**src/uflv_pkg.sv**
```systemverilog
// Package for the UART FIFO fill-level and threshold interrupt block.
// Assumes a 32-bit APB slave in the peripheral clock domain.
//
// Functional notes
// - Receive count is 6 bits, 0 to 32, read in receive buffer control.
// - A push that would exceed capacity is dropped; write enable deasserted.
// - Receive request asserted while receive count >= receive threshold.
// - Transmit free count is 6 bits, 32 empty to 0 full, read back.
// - Transmit request asserted while free count >= transmit threshold.
// - Writes to read-only or reserved bits do nothing and complete cleanly.
// - Receive control write loads threshold bits 4:0; read returns count.
// - Transmit control write loads threshold bits 4:0; read returns free.
// - Transmit request shows in status bit 7, receive request in bit 6.
package uflv_pkg;
  localparam int unsigned ADDR_W = 12;
  localparam int unsigned CNT_W  = 6;
  localparam int unsigned THR_W  = 5;
  localparam logic [CNT_W-1:0] FIFO_DEPTH = 6'h20;

  localparam logic [ADDR_W-1:0] OFS_STATUS  = 12'h004;
  localparam logic [ADDR_W-1:0] OFS_RX_CTRL = 12'h00c;
  localparam logic [ADDR_W-1:0] OFS_TX_CTRL = 12'h010;
  localparam logic [ADDR_W-1:0] OFS_IRQ_ST  = 12'h020;
  localparam logic [ADDR_W-1:0] OFS_IRQ_MSK = 12'h024;

  localparam int unsigned STAT_TX_BIT = 7;
  localparam int unsigned STAT_RX_BIT = 6;

  localparam int unsigned EV_RX_THR  = 0;
  localparam int unsigned EV_TX_THR  = 1;
  localparam int unsigned EV_RX_DROP = 2;
  localparam int unsigned EV_TX_DROP = 3;
  localparam int unsigned EV_W       = 4;

  localparam logic [CNT_W-1:0] RX_CNT_RST = 6'h00;
  localparam logic [THR_W-1:0] THR_RST    = 5'h00;
  localparam logic [EV_W-1:0]  IRQ_RST    = 4'h0;
endpackage : uflv_pkg

```
**src/uflv_cnt_if.sv**
```systemverilog
// Interface between the top and each occupancy counter.
// Assumes one clock domain; the top drives push, pop and threshold.
`timescale 1ns/1ps
`default_nettype none
interface uflv_cnt_if;
  logic                      push;
  logic                      pop;
  logic [uflv_pkg::THR_W-1:0] thr;
  logic [uflv_pkg::CNT_W-1:0] level;
  logic                      accept;
  logic                      above;
  modport ctr (input push, pop, thr, output level, accept, above);
  modport usr (output push, pop, thr, input level, accept, above);
endinterface : uflv_cnt_if
`default_nettype wire

```
**src/uflv_level.sv**
```systemverilog
// Occupancy counter with capacity guard and threshold compare.
// Assumes push and pop are one-cycle strobes on i_mclk.
`timescale 1ns/1ps
`default_nettype none
module uflv_level (
  // Clock and reset
  input  wire logic i_mclk,
  input  wire logic i_rstn,
  // Counter port
  uflv_cnt_if.ctr   c
);
  logic [uflv_pkg::CNT_W-1:0] cnt_r;
  logic [uflv_pkg::CNT_W-1:0] cnt_nxt;
  logic                       acc;
  logic                       pop_ok;

  always_comb begin
    pop_ok = c.pop && (cnt_r != uflv_pkg::RX_CNT_RST);
    // Pop frees a slot in the same cycle, so a full FIFO may swap
    acc = c.push && ((cnt_r != uflv_pkg::FIFO_DEPTH) || pop_ok);
    cnt_nxt = cnt_r;
    if (acc && !pop_ok) begin
      cnt_nxt = cnt_r + 6'h01;
    end else if (pop_ok && !acc) begin
      cnt_nxt = cnt_r - 6'h01;
    end
  end

  always_ff @(posedge i_mclk) begin
    if (!i_rstn) begin
      cnt_r <= uflv_pkg::RX_CNT_RST;
    end else begin
      cnt_r <= cnt_nxt;
    end
  end

  assign c.level  = cnt_r;
  assign c.accept = acc;
  assign c.above  = cnt_r >= {1'b0, c.thr};
endmodule : uflv_level
`default_nettype wire

```
**src/uflv_top.sv**
```systemverilog
// Top of the UART FIFO level block: APB slave, two level counters,
// threshold requests and a sticky interrupt register.
// Assumes push/pop strobes come from the FIFO data paths, one per cycle.
`timescale 1ns/1ps
`default_nettype none
module uflv_top (
  // Clock and reset
  input  wire logic        i_mclk,
  input  wire logic        i_rstn,
  // APB slave
  input  wire logic        i_psel,
  input  wire logic        i_penable,
  input  wire logic        i_pwrite,
  input  wire logic [11:0] i_paddr,
  input  wire logic [31:0] i_pwdata,
  output var  logic [31:0] o_prdata,
  output var  logic        o_pready,
  output var  logic        o_pslverr,
  // FIFO strobes
  input  wire logic        i_rx_push,
  input  wire logic        i_rx_pop,
  input  wire logic        i_tx_push,
  input  wire logic        i_tx_pop,
  output var  logic        o_rx_wr_en,
  output var  logic        o_tx_wr_en,
  // Requests and interrupt
  output var  logic        o_rx_irq_pending,
  output var  logic        o_tx_irq_pending,
  output var  logic        o_irq
);
  uflv_cnt_if rx_c ();
  uflv_cnt_if tx_c ();

  logic [uflv_pkg::THR_W-1:0] rx_thr_r;
  logic [uflv_pkg::THR_W-1:0] rx_thr_nxt;
  logic [uflv_pkg::THR_W-1:0] tx_thr_r;
  logic [uflv_pkg::THR_W-1:0] tx_thr_nxt;
  logic [uflv_pkg::EV_W-1:0]  ist_r;
  logic [uflv_pkg::EV_W-1:0]  ist_nxt;
  logic [uflv_pkg::EV_W-1:0]  msk_r;
  logic [uflv_pkg::EV_W-1:0]  msk_nxt;
  logic [uflv_pkg::EV_W-1:0]  ev;
  logic                       rx_req_r;
  logic                       tx_req_r;
  logic                       rx_wr_r;
  logic                       tx_wr_r;
  logic                       irq_r;
  logic                       irq_nxt;
  logic [31:0]                rdata_r;
  logic [31:0]                rdata_nxt;
  logic                       ready_r;
  logic                       ready_nxt;
  logic                       wr_acc;
  logic                       rd_acc;
  logic [uflv_pkg::CNT_W-1:0] tx_free;

  uflv_level u_rx (.i_mclk(i_mclk), .i_rstn(i_rstn), .c(rx_c.ctr));
  uflv_level u_tx (.i_mclk(i_mclk), .i_rstn(i_rstn), .c(tx_c.ctr));

  // Tx counter tracks occupancy; free slots are its complement
  assign tx_free = uflv_pkg::FIFO_DEPTH - tx_c.level;

  always_comb begin
    rx_c.push = i_rx_push;
    rx_c.pop  = i_rx_pop;
    rx_c.thr  = rx_thr_r;
    // Software should push only with free slots; guard anyway
    tx_c.push = i_tx_push;
    tx_c.pop  = i_tx_pop;
    tx_c.thr  = tx_thr_r;
  end

  // One-wait APB: ready is raised in the second access cycle
  assign wr_acc = i_psel && i_penable && i_pwrite && !ready_r;
  assign rd_acc = i_psel && i_penable && !i_pwrite && !ready_r;

  // Threshold and mask writes
  always_comb begin
    rx_thr_nxt = rx_thr_r;
    tx_thr_nxt = tx_thr_r;
    msk_nxt    = msk_r;
    if (wr_acc) begin
      unique case (i_paddr)
        uflv_pkg::OFS_RX_CTRL: rx_thr_nxt = i_pwdata[4:0];
        uflv_pkg::OFS_TX_CTRL: tx_thr_nxt = i_pwdata[4:0];
        uflv_pkg::OFS_IRQ_MSK: msk_nxt = i_pwdata[uflv_pkg::EV_W-1:0];
        default: ;
      endcase
    end
  end

  always_ff @(posedge i_mclk) begin
    if (!i_rstn) begin
      rx_thr_r <= uflv_pkg::THR_RST;
      tx_thr_r <= uflv_pkg::THR_RST;
      msk_r    <= uflv_pkg::IRQ_RST;
    end else begin
      rx_thr_r <= rx_thr_nxt;
      tx_thr_r <= tx_thr_nxt;
      msk_r    <= msk_nxt;
    end
  end

  // Compare on the current tx free count, not the occupancy
  logic tx_above;
  assign tx_above = tx_free >= {1'b0, tx_thr_r};

  // Sticky events: rising edge of each request, and dropped pushes
  always_comb begin
    ev = '0;
    ev[uflv_pkg::EV_RX_THR]  = rx_c.above && !rx_req_r;
    ev[uflv_pkg::EV_TX_THR]  = tx_above && !tx_req_r;
    ev[uflv_pkg::EV_RX_DROP] = i_rx_push && !rx_c.accept;
    ev[uflv_pkg::EV_TX_DROP] = i_tx_push && !tx_c.accept;
    ist_nxt = ist_r;
    if (wr_acc && i_paddr == uflv_pkg::OFS_IRQ_ST) begin
      ist_nxt = ist_r & ~i_pwdata[uflv_pkg::EV_W-1:0];
    end
    // Set wins over a clear in the same cycle
    ist_nxt = ist_nxt | ev;
    irq_nxt = |(ist_nxt & msk_nxt);
  end

  always_ff @(posedge i_mclk) begin
    if (!i_rstn) begin
      ist_r    <= uflv_pkg::IRQ_RST;
      irq_r    <= 1'b0;
      rx_req_r <= 1'b0;
      tx_req_r <= 1'b0;
      rx_wr_r  <= 1'b0;
      tx_wr_r  <= 1'b0;
    end else begin
      ist_r    <= ist_nxt;
      irq_r    <= irq_nxt;
      rx_req_r <= rx_c.above;
      tx_req_r <= tx_above;
      rx_wr_r  <= rx_c.accept;
      tx_wr_r  <= tx_c.accept;
    end
  end

  // Read mux; unmapped reads return zero, no error
  always_comb begin
    rdata_nxt = 32'h0000_0000;
    ready_nxt = i_psel && i_penable && !ready_r;
    if (rd_acc) begin
      unique case (i_paddr)
        uflv_pkg::OFS_RX_CTRL:
          rdata_nxt[uflv_pkg::CNT_W-1:0] = rx_c.level;
        uflv_pkg::OFS_TX_CTRL:
          rdata_nxt[uflv_pkg::CNT_W-1:0] = tx_free;
        uflv_pkg::OFS_STATUS: begin
          rdata_nxt[uflv_pkg::STAT_TX_BIT] = tx_req_r;
          rdata_nxt[uflv_pkg::STAT_RX_BIT] = rx_req_r;
        end
        uflv_pkg::OFS_IRQ_ST:
          rdata_nxt[uflv_pkg::EV_W-1:0] = ist_r;
        uflv_pkg::OFS_IRQ_MSK:
          rdata_nxt[uflv_pkg::EV_W-1:0] = msk_r;
        default: ;
      endcase
    end
  end

  always_ff @(posedge i_mclk) begin
    if (!i_rstn) begin
      rdata_r <= 32'h0000_0000;
      ready_r <= 1'b0;
    end else begin
      rdata_r <= rdata_nxt;
      ready_r <= ready_nxt;
    end
  end

  assign o_prdata         = rdata_r;
  assign o_pready         = ready_r;
  assign o_pslverr        = 1'b0;
  assign o_rx_wr_en       = rx_wr_r;
  assign o_tx_wr_en       = tx_wr_r;
  assign o_rx_irq_pending = rx_req_r;
  assign o_tx_irq_pending = tx_req_r;
  assign o_irq            = irq_r;
endmodule : uflv_top
`default_nettype wire

```
**config.mk**
```make
export PLATFORM = sky130hd
export DESIGN_NAME = uflv_top
export DESIGN_NICKNAME = d
export VERILOG_FILES = /design/src/uflv_pkg.sv /design/src/uflv_cnt_if.sv /design/src/uflv_level.sv /design/src/uflv_top.sv
export SDC_FILE = /design/constraint.sdc
export NUM_CORES = 1
export LEC_CHECK = 0
export ABC_AREA = 1
export BUFFER_PORTS_ARGS = -buffer_cell sky130_fd_sc_hd__buf_4
export CAP_MARGIN = 30
export CELL_PAD_IN_SITES_DETAIL_PLACEMENT = 0
export CELL_PAD_IN_SITES_GLOBAL_PLACEMENT = 1
export CORE_MARGIN = 4
export CORE_UTILIZATION = 33
export CTS_BUF_LIST = sky130_fd_sc_hd__clkbuf_4 sky130_fd_sc_hd__clkbuf_8
export DETAILED_ROUTE_END_ITERATION = 10
export PLACE_DENSITY = 0.77
export SLEW_MARGIN = 15
export SYNTH_ARGS = -nofsm -noshare
export SYNTH_HDL_FRONTEND = slang
export SYNTH_HIERARCHICAL = 1
export SYNTH_SLANG_ARGS = --single-unit
```
**constraint.sdc**
```tcl
create_clock -name i_mclk -period 2.1 [get_ports i_mclk]
set_input_delay 0 -clock i_mclk [delete_from_list [all_inputs] [get_ports i_mclk]]
set_output_delay 0 -clock i_mclk [all_outputs]
set_load 0.05 [all_outputs]
```
==> metrics.txt <==
Die Area 10200 um2; kind of critical path reg -> reg; RR Startpoint u_rx/c.level[3]$_SDFFE_PN0P_; Port Buffers 39; Tmin final 1.98 ns; num rows 33; Most Crowded Layer GR met2; Design Area, Final 3630 um2; drt drc 0; routed len/inst 11.9 um; CP endpoint u_rx/c.level[4]$_SDFFE_PN0P_; Hold Path Class in -> reg; met3 Track Usage GR 2.21%; clock sink count 44; max-cap viol count 0; Pleak 1.77 nW; largest net degree at the start of global routing 26; area grow syn2layout 27.7%; Post-DP Area 3320 um2; Crit. End Element flop; vias per cell 4.46; starting DRC count in detailed routing 103; met1 usage 17.0%; final worst slack 0.122 ns; Syn Inst Count 412; Power Density 1240 nW/um2; Reg2Reg Depth 13; final global-route overflow total 0; top-level I/O count 92; Pre-Repair DR Iteration Count 4; Max Slew Vio Count 0; commonest non-fill, non-tap cell in the layout nand2_1; vias in the first global route 2422; CP max FO 5; clk buf depth 2; hold slack 0.00497 ns; H-tree Lvls 2; initial antenna violation count 0; Tot GR Track Use 13.2%; vias 2614; Critical R2R Capture u_rx/c.level[4]$_SDFFE_PN0P_; Critical path origin u_rx/c.level[3]$_SDFFE_PN0P_; initial core utilization 34.3%; Die H 101 um; upper clock frequency limit 506 MHz; M2 GR Usage 21.9%; fill count 831; Syn Area/Cell 6.90 um2; maximum vdd drop 0.000341 V; placer congestion estimate 0.848; Final Util 43.7%; clock root buffer master clkbuf_8; reg-to-reg setup timing slack 0.12 ns; DP Worst Slack -0.0335 ns; Hold Violations, Final 0; final cycle utilization of the critical path 94.2%; WP data required 2.30 ns; most frequent cells in the layout nand2_1, inv_1, buf_4, nor2_1, dfxtp_1; mapped cell area 2840 um2; clk slew on worst S/H paths 0.08 ns; nets 556; Startpoint Class flop; Clock Latency Late Sink 0.30 ns; Core Area 8300 um2; setup_tns 0 ns; Detailed Route WL 6.95 mm; TritonCTS clock tree built; Yosys Warn Count 6; layout cells sized above 1 24.5%; final setup vio count 0; arrival time of the worst setup path 2.18 ns; Clock Skew 0.0120 ns; DPL Wire Length 5.49 mm; total CTS buffers 5; status finished, final reports clean; ANT nets after route 0; Die W 101 um; # diodes 0; first-pass GRT wire length 10.7 mm
[critical path, stage by stage, from the launching register on]
cell and delay [ns]:
dfxtp_1 0.31, inv_1 0.08, nand3_2 0.12, nor3_4 0.21
nand2_1 0.09, nand2_2 0.07, ha_4 0.14, inv_4 0.06
fa_1 0.40, nand3_1 0.12, a21o_1 0.12, nand3_1 0.06
nand2_1 0.06, inv_1 0.03
[worst min path at each step]
stage	cells after the start	start	slack [ns]	end
final	3	i_pwdata[2]	0.005	rx_c.thr[2]$_SDFFE_PN0P_
after CTS	3	i_pwdata[2]	0.0009	rx_c.thr[2]$_SDFFE_PN0P_
after global placement	3	i_pwdata[4]	0.28	rx_c.thr[4]$_SDFFE_PN0P_
after floorplan	2	i_rstn	0.12	ist_r[3]$_SDFF_PN0_
after detailed placement	3	i_pwdata[4]	0.29	rx_c.thr[4]$_SDFFE_PN0P_
after global routing	3	i_pwdata[2]	0.04	rx_c.thr[2]$_SDFFE_PN0P_
[timing repair]
item / in CTS / in global routing
setup endpoints to repair: 4 / 10
setup buffers: 0 / 1
hold buffers: 2 / 0
gates resized for setup: 2 / 35
pin swaps: 0 / 8
endpoints found under the hold margin: 4 / 0
[through the flow]
step | std cells | power (mW)
4_1_cts | 585 | 4.12
5_1_grt | 586 | 4.93
6_report | 586 | 4.49
3_3_place_gp | 575 | 3.46
3_5_place_dp | 575 | 3.51
2_1_floorplan | 436 | 2.82
[metal layers]
| layer | wire length [um] | part of all wire (%) |
|---|---|---|
| met1 | 3260 | 47 |
| met2 | 3180 | 46 |
| met3 | 357 | 5.1 |
| met4 | 153 | 2.2 |
| met5 | 0 | 0 |
[sequential cells by signal (all words and copies together) (netlist names), 4 cells and up]
signal and count:
msk_r 4, ist_r 4, tx_c.thr 5, u_tx/c.level 6, rx_c.thr 5, o_prdata 8, u_rx/c.level 6
[cell type report]
cell class,instances,area (um2),area share [%]
multi-input combinational,287,1740,47.9
tap,105,131,3.62
timing repair buffer,63,478,13.2
inverter,79,302,8.31
clock buffer,8,97.6,2.69
sequential,44,882,24.3
[where the power goes]
part | switching (mW) | leakage [nW] | internal [mW]
Sequential | 0.116 | 0.360 | 0.987
Clock | 0.290 | 0.0523 | 0.295
Combinational | 1.58 | 1.36 | 1.22
Note: power is estimated with default switching activity, not from simulation.
